<file path="src/core/host_bus_pkg.sv">
/*
 * Shared constants for the host write port: pin bundle layout, reset
 * levels, serial framing and the command sequencer states.
 * Assumes a single core clock; every pin is synchronised before use.
 */
package host_bus_pkg;

    // ------------------------------------------------------------------
    // Widths and buffering
    // ------------------------------------------------------------------
    localparam int BYTE_W     = 8;
    localparam int ITEM_W     = 9;
    localparam int ITEM_DC    = 8;
    localparam int FIFO_DEPTH = 4;
    localparam int BIT_CNT_W  = 3;
    localparam logic [BIT_CNT_W-1:0] BIT_LAST = 3'h7;

    // ------------------------------------------------------------------
    // Synchronised pin bundle: field positions and reset levels
    // ------------------------------------------------------------------
    localparam int PIN_W       = 13;
    localparam int PIN_DATA_LO = 0;
    localparam int PIN_SER_CLK = 6;
    localparam int PIN_SER_DAT = 7;
    localparam int PIN_MSEL    = 8;
    localparam int PIN_SSEL    = 9;
    localparam int PIN_WR      = 10;
    localparam int PIN_DC      = 11;
    localparam int PIN_PAR     = 12;
    localparam logic [PIN_W-1:0] PIN_RST = 13'h0700;

    // ------------------------------------------------------------------
    // Levels and encodings
    // ------------------------------------------------------------------
    localparam logic DC_COMMAND = 1'b0;
    localparam logic MODE_PAR   = 1'b1;
    localparam logic [5:0] SER_UNUSED = 6'h00;
    localparam logic [BYTE_W-1:0] BYTE_ZERO = 8'h00;

    typedef enum logic [0:0] {
        SEQ_WAIT_ADDR = 1'b0,
        SEQ_WAIT_DATA = 1'b1
    } seq_state_e;

endpackage : host_bus_pkg

</file>
<file path="src/core/host_bus_interface.sv">
/*
 * Host write port: parallel or serial byte receiver, cascade repeaters,
 * a small byte FIFO and the two-byte command sequencer.
 * Assumes all host pins are asynchronous to CORE_CLK_IN and that the
 * serial clock is slow enough (160 ns period) to be edge-sampled.
 */
`timescale 1ns/10ps

// ----------------------------------------------------------------------
// Byte FIFO
// ----------------------------------------------------------------------
module host_byte_fifo #(
    parameter int WIDTH = 9,
    parameter int DEPTH = 4
) (
    input  wire logic             clk_in,
    input  wire logic             arst_n_in,
    input  wire logic             in_valid_in,
    input  wire logic [WIDTH-1:0] in_data_in,
    output logic                  in_ready_out,
    output logic                  out_valid_out,
    output logic      [WIDTH-1:0] out_data_out,
    input  wire logic             out_ready_in
);
    localparam int PTR_W = (DEPTH > 1) ? $clog2(DEPTH) : 1;
    localparam int CNT_W = PTR_W + 1;

    logic [WIDTH-1:0] mem [DEPTH];
    logic [PTR_W-1:0] wr_ptr_q, wr_ptr_d, rd_ptr_q, rd_ptr_d;
    logic [CNT_W-1:0] count_q, count_d;
    logic             push, pop;

    function automatic logic [PTR_W-1:0] ptr_next(logic [PTR_W-1:0] p);
        ptr_next = (p == PTR_W'(DEPTH - 1)) ? '0 : p + 1'b1;
    endfunction : ptr_next

    assign in_ready_out  = (count_q != CNT_W'(DEPTH));
    assign out_valid_out = (count_q != '0);
    assign out_data_out  = mem[rd_ptr_q];

    always_comb begin
        push     = in_valid_in && in_ready_out;
        pop      = out_valid_out && out_ready_in;
        wr_ptr_d = push ? ptr_next(wr_ptr_q) : wr_ptr_q;
        rd_ptr_d = pop ? ptr_next(rd_ptr_q) : rd_ptr_q;
        count_d  = count_q;
        if (push && !pop) begin
            count_d = count_q + 1'b1;
        end else if (pop && !push) begin
            count_d = count_q - 1'b1;
        end
    end

    always_ff @(posedge clk_in or negedge arst_n_in) begin
        if (!arst_n_in) begin
            wr_ptr_q <= '0;
            rd_ptr_q <= '0;
            count_q  <= '0;
        end else begin
            wr_ptr_q <= wr_ptr_d;
            rd_ptr_q <= rd_ptr_d;
            count_q  <= count_d;
        end
    end

    // Storage has no reset; the count keeps stale words invisible.
    always_ff @(posedge clk_in) begin
        if (push) begin
            mem[wr_ptr_q] <= in_data_in;
        end
    end

endmodule : host_byte_fifo

// ----------------------------------------------------------------------
// Top level
// ----------------------------------------------------------------------
module host_bus_interface (
    input  wire logic                        CORE_CLK_IN,
    input  wire logic                        ARST_N_IN,
    input  wire logic                        PAR_SEL_IN,
    input  wire logic [host_bus_pkg::BYTE_W-1:0] DATA_IN,
    input  wire logic                        MASTER_SELECT_N_IN,
    input  wire logic                        SLAVE_SELECT_N_IN,
    input  wire logic                        WRITE_STROBE_N_IN,
    input  wire logic                        DATA_OR_COMMAND_SEL_IN,
    output logic [host_bus_pkg::BYTE_W-1:0]  DATA_OUT,
    output logic                             MASTER_SELECT_REPEAT_N_OUT,
    output logic                             SLAVE_SELECT_REPEAT_N_OUT,
    output logic                             WRITE_STROBE_REPEAT_N_OUT,
    output logic                             DATA_OR_COMMAND_REPEAT_OUT,
    output logic                             OUT_VALID_OUT,
    output logic                             OUT_IS_CMD_OUT,
    output logic [host_bus_pkg::BYTE_W-1:0]  OUT_CODE_OUT,
    output logic [host_bus_pkg::BYTE_W-1:0]  OUT_DATA_OUT,
    input  wire logic                        OUT_READY_IN,
    output logic                             OVERRUN_OUT
);
    import host_bus_pkg::*;

    // ------------------------------------------------------------------
    // Pin synchronisers
    // ------------------------------------------------------------------
    logic [PIN_W-1:0] raw, sync1_q, sync2_q, late_q;
    logic             par_mode, both_idle, both_sel, wr_rise, sclk_rise;

    assign raw = {PAR_SEL_IN, DATA_OR_COMMAND_SEL_IN, WRITE_STROBE_N_IN,
                  SLAVE_SELECT_N_IN, MASTER_SELECT_N_IN, DATA_IN};

    // The late stage holds the level from before each detected edge, so
    // the byte taken at a strobe edge is the one set up before it.
    always_ff @(posedge CORE_CLK_IN or negedge ARST_N_IN) begin
        if (!ARST_N_IN) begin
            sync1_q <= PIN_RST;
            sync2_q <= PIN_RST;
            late_q  <= PIN_RST;
        end else begin
            sync1_q <= raw;
            sync2_q <= sync1_q;
            late_q  <= sync2_q;
        end
    end

    assign par_mode  = (sync2_q[PIN_PAR] == MODE_PAR);
    assign both_idle = sync2_q[PIN_MSEL] && sync2_q[PIN_SSEL];
    assign both_sel  = !sync2_q[PIN_MSEL] && !sync2_q[PIN_SSEL];
    assign wr_rise   = par_mode && both_sel
                       && sync2_q[PIN_WR] && !late_q[PIN_WR];
    assign sclk_rise = !par_mode && both_sel
                       && sync2_q[PIN_SER_CLK]
                       && !late_q[PIN_SER_CLK];

    // ------------------------------------------------------------------
    // Cascade repeaters
    // ------------------------------------------------------------------
    logic [BYTE_W-1:0] rep_data_q, rep_data_d;
    logic              rep_msel_q, rep_msel_d, rep_ssel_q, rep_ssel_d;
    logic              rep_wr_q, rep_wr_d, rep_dc_q, rep_dc_d;

    always_comb begin
        rep_msel_d = sync2_q[PIN_MSEL];
        rep_ssel_d = sync2_q[PIN_SSEL];
        rep_dc_d   = sync2_q[PIN_DC];
        if (par_mode) begin
            rep_data_d = sync2_q[PIN_DATA_LO +: BYTE_W];
            rep_wr_d   = sync2_q[PIN_WR];
        end else if (both_idle) begin
            rep_data_d = BYTE_ZERO;
            rep_wr_d   = 1'b1;
            rep_dc_d   = 1'b0;
        end else begin
            rep_data_d = {sync2_q[PIN_SER_DAT], sync2_q[PIN_SER_CLK],
                          SER_UNUSED};
            rep_wr_d   = 1'b1;
        end
    end

    always_ff @(posedge CORE_CLK_IN or negedge ARST_N_IN) begin
        if (!ARST_N_IN) begin
            rep_data_q <= BYTE_ZERO;
            rep_msel_q <= 1'b1;
            rep_ssel_q <= 1'b1;
            rep_wr_q   <= 1'b1;
            rep_dc_q   <= 1'b0;
        end else begin
            rep_data_q <= rep_data_d;
            rep_msel_q <= rep_msel_d;
            rep_ssel_q <= rep_ssel_d;
            rep_wr_q   <= rep_wr_d;
            rep_dc_q   <= rep_dc_d;
        end
    end

    assign DATA_OUT                   = rep_data_q;
    assign MASTER_SELECT_REPEAT_N_OUT = rep_msel_q;
    assign SLAVE_SELECT_REPEAT_N_OUT  = rep_ssel_q;
    assign WRITE_STROBE_REPEAT_N_OUT  = rep_wr_q;
    assign DATA_OR_COMMAND_REPEAT_OUT = rep_dc_q;

    // ------------------------------------------------------------------
    // Byte receiver
    // ------------------------------------------------------------------
    logic [BYTE_W-2:0]    shift_q, shift_d;
    logic [BIT_CNT_W-1:0] cnt_q, cnt_d;
    logic                 overrun_q, overrun_d;
    logic                 push, fifo_in_ready;
    logic [ITEM_W-1:0]    push_item;

    always_comb begin
        shift_d   = shift_q;
        cnt_d     = cnt_q;
        push      = 1'b0;
        push_item = {late_q[PIN_DC], late_q[PIN_DATA_LO +: BYTE_W]};
        if (par_mode) begin
            push  = wr_rise;
            cnt_d = '0;
        end else if (both_idle) begin
            cnt_d = '0;
        end else if (sclk_rise) begin
            shift_d   = {shift_q[BYTE_W-3:0], late_q[PIN_SER_DAT]};
            cnt_d     = cnt_q + 1'b1;
            push      = (cnt_q == BIT_LAST);
            push_item = {late_q[PIN_DC], shift_q,
                         late_q[PIN_SER_DAT]};
        end
        // The host cannot be stalled, so a byte that meets a full FIFO
        // is dropped and reported instead.
        overrun_d = overrun_q || (push && !fifo_in_ready);
    end

    always_ff @(posedge CORE_CLK_IN or negedge ARST_N_IN) begin
        if (!ARST_N_IN) begin
            shift_q   <= '0;
            cnt_q     <= '0;
            overrun_q <= 1'b0;
        end else begin
            shift_q   <= shift_d;
            cnt_q     <= cnt_d;
            overrun_q <= overrun_d;
        end
    end

    assign OVERRUN_OUT = overrun_q;

    // ------------------------------------------------------------------
    // FIFO and command sequencer
    // ------------------------------------------------------------------
    logic              fifo_valid, slot_free, pop, item_cmd;
    logic [ITEM_W-1:0] fifo_item;
    seq_state_e        state_q, state_d;
    logic [BYTE_W-1:0] code_q, code_d, odata_q, odata_d, ocode_q, ocode_d;
    logic              ovalid_q, ovalid_d, ocmd_q, ocmd_d;

    host_byte_fifo #(
        .WIDTH (ITEM_W),
        .DEPTH (FIFO_DEPTH)
    ) u_fifo (
        .clk_in        (CORE_CLK_IN),
        .arst_n_in     (ARST_N_IN),
        .in_valid_in   (push),
        .in_data_in    (push_item),
        .in_ready_out  (fifo_in_ready),
        .out_valid_out (fifo_valid),
        .out_data_out  (fifo_item),
        .out_ready_in  (slot_free)
    );

    assign slot_free = !ovalid_q || OUT_READY_IN;
    assign pop       = fifo_valid && slot_free;
    assign item_cmd  = (fifo_item[ITEM_DC] == DC_COMMAND);

    always_comb begin
        state_d  = state_q;
        code_d   = code_q;
        ovalid_d = ovalid_q && !OUT_READY_IN;
        ocmd_d   = ocmd_q;
        ocode_d  = ocode_q;
        odata_d  = odata_q;
        if (pop) begin
            case (state_q)
                SEQ_WAIT_ADDR: begin
                    if (item_cmd) begin
                        code_d  = fifo_item[BYTE_W-1:0];
                        state_d = SEQ_WAIT_DATA;
                    end
                end
                SEQ_WAIT_DATA: begin
                    state_d = SEQ_WAIT_ADDR;
                    if (item_cmd) begin
                        ovalid_d = 1'b1;
                        ocmd_d   = 1'b1;
                        ocode_d  = code_q;
                        odata_d  = fifo_item[BYTE_W-1:0];
                    end
                end
                default: state_d = SEQ_WAIT_ADDR;
            endcase
            if (!item_cmd) begin
                state_d  = SEQ_WAIT_ADDR;
                ovalid_d = 1'b1;
                ocmd_d   = 1'b0;
                ocode_d  = BYTE_ZERO;
                odata_d  = fifo_item[BYTE_W-1:0];
            end
        end
    end

    always_ff @(posedge CORE_CLK_IN or negedge ARST_N_IN) begin
        if (!ARST_N_IN) begin
            state_q  <= SEQ_WAIT_ADDR;
            code_q   <= BYTE_ZERO;
            ovalid_q <= 1'b0;
            ocmd_q   <= 1'b0;
            ocode_q  <= BYTE_ZERO;
            odata_q  <= BYTE_ZERO;
        end else begin
            state_q  <= state_d;
            code_q   <= code_d;
            ovalid_q <= ovalid_d;
            ocmd_q   <= ocmd_d;
            ocode_q  <= ocode_d;
            odata_q  <= odata_d;
        end
    end

    assign OUT_VALID_OUT  = ovalid_q;
    assign OUT_IS_CMD_OUT = ocmd_q;
    assign OUT_CODE_OUT   = ocode_q;
    assign OUT_DATA_OUT   = odata_q;
endmodule : host_bus_interface

</file>
<file path="config.mk">
export PLATFORM = sky130hd
export DESIGN_NAME = host_bus_interface
export DESIGN_NICKNAME = d
export VERILOG_FILES = /design/src/core/host_bus_pkg.sv /design/src/core/host_bus_interface.sv
export SDC_FILE = /design/constraint.sdc
export NUM_CORES = 1
export LEC_CHECK = 0
export BUFFER_PORTS_ARGS = -buffer_cell sky130_fd_sc_hd__buf_2
export CORE_UTILIZATION = 52
export DETAILED_ROUTE_END_ITERATION = 10
export PLACE_DENSITY = 0.78
export SKIP_LAST_GASP = 1
export SLEW_MARGIN = 5
export SYNTH_ARGS = -nofsm -noshare
export SYNTH_HDL_FRONTEND = slang
export SYNTH_SLANG_ARGS = --single-unit
</file>
<file path="constraint.sdc">
create_clock -name CORE_CLK_IN -period 2.2 [get_ports CORE_CLK_IN]
set_input_delay 0.11 -clock CORE_CLK_IN [delete_from_list [all_inputs] [get_ports CORE_CLK_IN]]
set_output_delay 0.11 -clock CORE_CLK_IN [all_outputs]
set_load 0.05 [all_outputs]
</file>
## After elaboration in Yosys (flattened, before gate mapping)

Memory sizes are Yosys's and may differ from the RTL's.
Cells that the tools add are included.

| word-level totals | value |
|---|---|
| word-level logic and storage cells | 98 |
| input port bits | 16 |
| RAM bits | 36 |
| bits in registers | 95 |
| output and inout bits | 31 |
| memories kept | 1 |

| cells by class | value |
|---|---|
| multiplexer cells | 31 |
| bitwise gates (word level) | 4 |
| reductions and logical operators | 33 |
| equal/unequal tests | 4 |
| add/sub/neg operators | 5 |

Memory list:

| memory | words | width | rd ports | clocked after memory_dff | wr ports | line | source |
|---|---|---|---|---|---|---|---|
| u_fifo.mem | 4 | 9 | 1 | 0 | 1 | host_bus_interface.sv:28 | `logic [WIDTH-1:0] mem [DEPTH];` |

Operators with widths:

| operator | count |
|---|---|
| $mux W8 | 9 |
| $mux W3 | 5 |
| $logic_and A1 B1 Y1 | 14 |
| $mux W1 | 14 |
| $logic_not A1 Y1 | 10 |
| $add A3 B1 Y3 const B | 2 |
| $reduce_and A3 Y1 | 2 |
| $reduce_bool A3 Y1 | 2 |
| $add A2 B1 Y2 const B | 2 |
| $eq A2 B2 Y1 const B | 2 |
| $mux W2 | 2 |
| $not A1 Y1 | 4 |
| $reduce_bool A2 Y1 | 2 |
| $eq A3 B3 Y1 const B | 1 |
| $ne A3 B3 Y1 const B | 1 |
| $sub A3 B1 Y3 const B | 1 |
| $logic_or A1 B1 Y1 | 2 |
| $pmux W1 S2 | 1 |
| $reduce_and A2 Y1 | 1 |

## Longest topological paths before layout

Gate-level depths: netlist (run 1).

| logic depth | value |
|---|---|
| word-level depth | 13 |
| depth in mapped cells | 10 |
| depth with buffers taken out | 10 |

## Hierarchy

A second synthesis (run 1) with hierarchy kept.

| second synthesis, totals | value |
|---|---|
| cells, all modules | 259 |
| area, all modules | 4760.8 µm² |

By module, submodules not included:

| module | cells each | area each (µm²) | sequential area each (µm²) | instances |
|---|---|---|---|---|
| host_bus_interface | 175 | 2992.9 | 2164.6 | 1 |
| host_byte_fifo | 84 | 1767.9 | 1256.2 | 1 |

## Least setup slack after synthesis (run 1)

Ideal clock, no wire load.

| timing | value |
|---|---|
| kind | reg-to-reg |
| start point | reg sync2_q[10] |
| end point | reg u_fifo.count_q[2] |
| data arrival time | 2.235 ns |
| cell stages (with the launch flop) | 10 |
| buffers on the path | 0 |
| slack | -0.114 ns |
| period minus slack after synthesis | 2.314 ns |
| cell sequence | dfstp_2 -> nand2_1 -> or4_4 -> a21oi_2 -> ha_1 -> inv_1 -> fa_1 -> xor2_1 -> nor2_1 -> xor2_1 |

| between the ends | value |
|---|---|
| word-level cells in the longest chain between the ends | 7 |
| elaborated cells between the ends (all ways) | 9 |

Ends and longest elaborated chain:

| item | line | source |
|---|---|---|
| start, declared | host_bus_interface.sv:104 | `logic [PIN_W-1:0] raw, sync1_q, sync2_q, late_q;` |
| start signal, assigned | host_bus_interface.sv:119 | `sync2_q <= sync1_q;` |
| $logic_and A1 B1 Y1 * (2 in series) | host_bus_interface.sv:128 | `&& sync2_q[PIN_WR] && !late_q[PIN_WR];` |
| $mux W1 * | host_bus_interface.sv:194 | `if (par_mode) begin` |
| $logic_and A1 B1 Y1 * | host_bus_interface.sv:42 | `push = in_valid_in && in_ready_out;` |
| named net u_fifo.push | host_bus_interface.sv:31 | `logic push, pop;` |
| $logic_not A1 Y1 | host_bus_interface.sv:49 | `end else if (pop && !push) begin` |
| $logic_and A1 B1 Y1 | host_bus_interface.sv:49 |  |
| $reduce_bool A2 Y1 (no line) | n/a |  |
| end signal, assigned | host_bus_interface.sv:62 | `count_q <= count_d;` |
| end, declared | host_bus_interface.sv:30 | `logic [CNT_W-1:0] count_q, count_d;` |

Mark *: on every way through the listed nets, which the timed path passes. The rest lies on a longest branch.
A chain may end at the register's enable or synchronous reset.

## Worst setup path after layout (run 1)

Ends and elaborated chain as after synthesis.

==> run_results.csv, run 1 <==
group,metric,value,unit
status,status,"complete, but fails checks",
status,violations,"negative setup slack",
critical_path,worstPathArrival,2.63,ns
placement,dp_hpwl,4.580,mm
timing,min_period_over_period,100.2,%
critical_path,critPathKind,"flip-flop to flip-flop",
routing,routed_wirelength,7.606,mm
clock_tree,clk_pin_slew,0.06,ns
yosys,synth_top_area_cell,"dfrtp_1",
routing,wl_per_cell,15.62,µm
die,num_rows,33,
critical_path,cp_max_fo,2,
critical_path,setup.worst_path.end_class,"flip-flop",
die,core,8382,µm²
timing,clock_skew,0.01078,ns
die,start_util,54.58,%
yosys,ys_async_sr_fraction,72.09,%
finish,multi_input_area,1122,µm²
timing,relSlewSlack,63.04,%
critical_path,crit_start,"sync2_q[10]",
power_and_ir_drop,ir_drop,0.0007677,V
timing,hold_slack,0.1014,ns
critical_path,required,2.63,ns
die,ios,47,
clock_tree,cts_root_buf,"clkbuf_8",
clock_tree,cts_buffers,17,
routing,drt-initial-drc-count,91,
routing,first_pass_iters,5,
yosys,yosys_warnings,0,
clock_tree,h-tree-depth,4,
routing,ant_nets,0,
die,dieWidth,95.79,µm
finish,layout_commonest_cell,"dfrtp_1",
hold_path,hp-class,"input port to async pin",
finish,final_cell_mix,"dfrtp_1 (83), buf_2 (45), nand2_1 (43), edfxtp_1 (36), buf_4 (23)",
global_route,grt_first_pass_wirelength,12.56,mm
finish,utilization,69.13,%
global_route,grt_pass1_vias,2625,
timing,tightest_slew,0.5514,ns
yosys,ys_ff_latch,129,
yosys,synth_cell_types,36,
yosys,ys.flop_type,"dfrtp_1",
timing,hold_viol,0,
finish,n_fill_cell,573,
finish,nets,394,
yosys,avgSynthCellArea,16.82,µm²
placement,place_congestion,0.7608,
timing,rsz0062_at_grt,"yes",
placement,place_area,5095,µm²
die,dieArea,9176,µm²
clock_tree,clk_latency,0.51,ns
timing,fmax,0.4535,GHz
timing,post-route-min-period,2.205,ns
yosys,yosysSeqAreaShare,74.78,%
finish,drive_above_1_share,38.48,%
yosys,syn_nets,297,
finish,num_antenna_cells,0,
finish,ff_latch_area,3421,µm²
yosys,synth.area.top_cells,"dfrtp_1 (45%), edfxtp_1 (24%), dfstp_2 (5.7%)",
global_route,grt-ovfl-total,0,
yosys,netlist_instances,272,
routing,viasPerCell,5.066,
yosys,synth_top_cell_area_share,45.40,%
timing,setup_viol,1,
routing,route.detailed.drc,0,
critical_path,r2r_start,"sync2_q[10]",
finish,area_delta_synth_final,26.67,%
global_route,grt_max_degree,38,
placement,numPortBuffers,46,
finish,final_area,5794,µm²
run,drv_cap,0,
clock_tree,cts_buffer_depth,2,
clock_tree,clock_sinks,129,
timing,slew_violations,0,
power_and_ir_drop,p_leak,2.616,nW
global_route,grt_usage,19.60,%
yosys,synth-edff-count,36,
die,die_h,95.79,µm
routing,vias,2467,
clock_tree,cts_tree,"yes",
yosys,synth_area,4574,µm²
timing,postLayoutSetupSlackWorst,-0.005050,ns
power_and_ir_drop,power.density,1341,nW/µm²
global_route,antenna_found_initial,0,
critical_path,start_kind,"flip-flop",
[cells in the mapped netlist (3+ instances only)]
cell type  instances
a21o_1             4
a22o_1            10
and2_1            13
buf_2              3
dfrtp_1           83
dfstp_2           10
edfxtp_1          36
ha_1               8
inv_1              4
mux2_2            18
mux4_2             9
nand2_1           43
nand2b_1           3
[state kept, by name, summed over array words and instances, names as in the netlist]
| signal | flops |
|---|---|
| sync2_q | 13 |
| DATA_OR_COMMAND_REPEAT_OUT | 1 |
| OVERRUN_OUT | 1 |
| late_q | 12 |
| sync1_q | 13 |
| shift_q | 7 |
| OUT_IS_CMD_OUT | 1 |
| u_fifo.count_q | 3 |
| cnt_q | 3 |
| OUT_VALID_OUT | 1 |
| WRITE_STROBE_REPEAT_N_OUT | 1 |
| u_fifo.mem | 36 |
| code_q | 8 |
| state_q | 1 |
| u_fifo.wr_ptr_q | 2 |
| u_fifo.rd_ptr_q | 2 |
| OUT_CODE_OUT | 8 |
| OUT_DATA_OUT | 8 |
| DATA_OUT | 8 |
[final cells by class]
| type | instances | area share [%] |
|---|---|---|
| clock buffer | 18 | 7.212 |
| clock inverter | 14 | 1.987 |
| inverter | 5 | 0.3239 |
| multi-input combinational | 132 | 19.37 |
| sequential | 129 | 59.04 |
| tap | 105 | 2.267 |
| timing repair buffer | 84 | 9.803 |
[kinds of logic after synthesis]
| logic type | share of synthesized area (%) |
|---|---|
| DFF | 74.78 |
| and+or+nand+nor | 7.960 |
| muxes | 9.108 |
| AOI/OAI and AO/OA | 3.802 |
| buffers and inverters | 1.149 |
| adders and majority gates | 2.626 |
| xor gates and xnor gates | 0.5745 |
[worst paths after layout]
check | end | slack (ns) | depth (start not counted)
worst min register to register | sync2_q[3] | 0.35 | 0
worst max-delay path | u_fifo.count_q[2] | -0.005 | 9
worst min-delay path | OUT_CODE_OUT[4] | 0.10 | 2
min in group CORE_CLK_IN | sync1_q[1] | 0.23 | 2
max in group asynchronous | u_fifo.count_q[0] | 1.43 | 3
worst max register to register | u_fifo.count_q[2] | -0.005 | 9
[repair_timing]
item,CTS,global route
hold buffers,15,0
pin swaps,5,2
resized for setup,1,0
setup endpoints to repair,2,2
setup buffers,1,0
hold endpoints to repair,80,0
[metal layers]
metal / up-vias / global-route usage, % / share of wire [%]
met5: - / 0 / 0
met4: 0 / 8.706 / 1.1
met3: 9 / 5.687 / 3.5
met2: 56 / 34.40 / 53
met1: 1249 / 22.22 / 42
li1: 1153 / - / -
[per-stage QoR]
stage	power [mW]	worst slack, ns	TNS (ns)	cells
global route	8.186	-0.1139	-0.1399	487
CTS	7.860	-0.008315	-0.008315	487
finish	7.769	-0.005050	-0.005050	487
detailed placement	5.322	-0.03368	-0.03368	439
floorplan	4.758	-0.06203	-0.07900	272
global placement	5.228	-0.02052	-0.02052	439
[power by group]
part	switching (mW)	internal (mW)	leakage [nW]	total, mW
clock	0.999	1.49	0.265	2.49
sequential	0.240	2.87	1.45	3.11
combinational	1.31	0.864	0.903	2.17
total	2.55	5.22	2.62	7.77
[worst max-delay path, cell delays in order (launching register included)]
cell and delay [ns]:
dfstp_2 0.52, nand2_1 0.04, or4_4 0.44, a21oi_4 0.15, ha_2 0.20, inv_2 0.04
fa_2 0.33, xor2_1 0.16, nor2_1 0.11, xor2_1 0.14
Power figures use the tool's default switching activity.
==> inputs of run 2 (changes only) <==
CELL_PAD_IN_SITES_DETAIL_PLACEMENT = 0   (was unset)
CELL_PAD_IN_SITES_GLOBAL_PLACEMENT = 1   (was unset)
CORE_MARGIN = 4   (was unset)
CORE_UTILIZATION = 44   (was 52)
PLACE_DENSITY = 0.77   (was 0.78)
SLEW_MARGIN = 20   (was 5)
==> run_results.csv, run 2 (same netlist as run 1, synthesis figures left out) <==
group,metric,value,unit
timing,post-route-min-period,2.232,ns
placement,place_congestion,0.7450,
critical_path,reg2regPathDepth,9,
clock_tree,cts_buffers,17,
critical_path,path_cells,"nand2_2 -> or4_4 -> a21oi_4 -> ha_4 -> inv_2 -> fa_2 -> xor2_1 -> nor2_1 -> xor2_1",
finish,final_cell_mix,"dfrtp_1 (83), buf_2 (45), nand2_1 (42), edfxtp_1 (36)",
critical_path,critPathTopFamily,"simple AND/OR/NAND/NOR gates",
die,dieArea,12090,µm²
placement,dp_hpwl,4.893,mm
clock_tree,clock_sinks,129,
power_and_ir_drop,power.density,1396,nW/µm²
critical_path,critPathKind,"flip-flop to flip-flop",
power_and_ir_drop,combPwrFrac,26.4,%
global_route,grt_usage,14.62,%
power_and_ir_drop,ir_drop,0.0008193,V
die,start_util,45.95,%
power_and_ir_drop,internal-power,5.680,mW
critical_path,r2r_start,"sync2_q[10]",
global_route,grt-ovfl-total,0,
finish,largest_register_ffs,36,
finish,n_fill_cell,741,
routing,wl_per_cell,14.77,µm
global_route,grt_pass1_vias,2685,
critical_path,r2r-end,"u_fifo.count_q[2]",
routing,vias,2453,
timing,min_period_over_period,101.4,%
timing,rsz0062_at_grt,"yes",
power_and_ir_drop,p_leak,2.639,nW
global_route,grt_max_degree,57,
critical_path,path_depth,9,
finish,drive_above_1_share,38.20,%
die,die_h,110.0,µm
routing,ant_nets,0,
clock_tree,clk_pin_slew,0.06,ns
critical_path,cpMaxStageDelayCell,"dfstp_2",
global_route,grt_first_pass_wirelength,13.26,mm
timing,tightest_slew,0.5242,ns
clock_tree,cts_tree,"yes",
timing,postLayoutSetupSlackWorst,-0.03154,ns
routing,routed_wirelength,7.533,mm
critical_path,cp_common_cell,"xor2_1",
finish,nets,389,
die,dieWidth,110.0,µm
timing,fmax,0.4481,GHz
placement,numPortBuffers,46,
die,core,9955,µm²
critical_path,start_kind,"flip-flop",
power_and_ir_drop,p_total,8.244,mW
timing,slew_violations,0,
critical_path,cp_max_fo,3,
die,ios,47,
hold_path,hp-class,"input port to async pin",
die,num_rows,36,
timing,hold_viol,0,
power_and_ir_drop,p_clk_share,35.8,%
global_route,antenna_found_initial,0,
clock_tree,cts_root_buf,"clkbuf_8",
critical_path,r2r_setup_slack,-0.03,ns
routing,route.detailed.drc,0,
routing,viasPerCell,4.810,
finish,top_regs,"u_fifo.mem: 36 flops, sync1_q: 13 flops, sync2_q: 13 flops",
routing,drt-initial-drc-count,53,
clock_tree,h-tree-depth,4,
run,drv_cap,0,
finish,layout_commonest_cell,"dfrtp_1",
power_and_ir_drop,seqPwrFrac,37.8,%
power_and_ir_drop,power.switching,2.564,mW
critical_path,worstPathArrival,2.66,ns
power_and_ir_drop,switching_share,31.10,%
finish,num_antenna_cells,0,
timing,hold_slack,0.1157,ns
routing,first_pass_iters,4,
clock_tree,cts_buffer_depth,2,
finish,area_delta_synth_final,29.13,%
timing,clock_skew,0.007879,ns
timing,relSlewSlack,64.86,%
timing,setup_viol,2,
status,status,"complete, but fails checks",
critical_path,setup.worst_path.end_class,"flip-flop",
critical_path,required,2.62,ns
critical_path,crit_buf_inv,1,
critical_path,cpPeakStageDelay,0.54,ns
finish,regMostFlops,"u_fifo.mem",
clock_tree,clk_latency,0.50,ns
status,violations,"negative setup slack",
==> run 2: changes by cell type in the layout (fill, tap and decap cells not counted), sizes merged <==
cell and delta:
inv -1, clkbuf +4, clkinvlp -1, buf -5, bufinv +2, clkinv -4
==> run 2: repair_timing <==
action,4_1_cts,5_1_grt
endpoints found under the hold margin,51,0
resized for setup,1,3
hold buffers,15,0
buffers inserted,0,0
pin swaps,4,0
setup endpoints to repair,2,11
==> run 2: power groups by stage <==
stage	combinational, mW	sequential (mW)	clock, mW
finish	2.18	3.12	2.95
global route	2.37	3.17	3.13
CTS	2.20	3.12	3.00
detailed placement	2.16	3.16	0
global placement	2.11	3.14	0
floorplan	1.02	3.74	0
==> run 2: area by class of cell <==
| class | count | area (µm²) | area share, % |
|---|---|---|---|
| flip-flops and latches | 129 | 3421 | 57.91 |
| multi-input cells | 132 | 1131 | 19.15 |
| repair buffers | 79 | 530.5 | 8.981 |
| clock buffers | 22 | 495.5 | 8.388 |
| well taps | 133 | 166.4 | 2.817 |
| clock inverters | 10 | 143.9 | 2.436 |
| inverters | 5 | 18.77 | 0.3177 |
==> run 2: worst max path at each step <==
stage	from	to	slack, ns
finish	sync2_q[10]	u_fifo.count_q[2]	-0.03
global route	sync2_q[10]	u_fifo.count_q[2]	-0.17
CTS	sync2_q[10]	u_fifo.count_q[2]	-0.02
detailed placement	sync2_q[10]	u_fifo.count_q[2]	-0.08
global placement	sync2_q[10]	u_fifo.count_q[2]	-0.04
floorplan	sync2_q[10]	u_fifo.count_q[2]	-0.06
==> run 2: stage by stage <==
step                setup slack [ns]  utilization [%]  setup TNS [ns]  cells  area, µm²
CTS                         -0.02472            59.26        -0.02472    510       5899
floorplan                   -0.06203                -        -0.07900    272       4587
global route                 -0.1695            59.34         -0.2388    510       5907
detailed placement          -0.07960            51.23         -0.1015    463       5100
global placement            -0.04482            51.23        -0.04482    463       5100
finish                      -0.03154            59.34        -0.03429    510       5907
==> run 2: per-layer routing <==
layer | GRT usage, % | share of wire (%) | vias up
met5 | 0 | 0 | -
met4 | 5.343 | 1.0 | 0
met3 | 4.815 | 4.3 | 7
met2 | 23.96 | 51 | 54
met1 | 18.12 | 43 | 1243
li1 | - | - | 1149
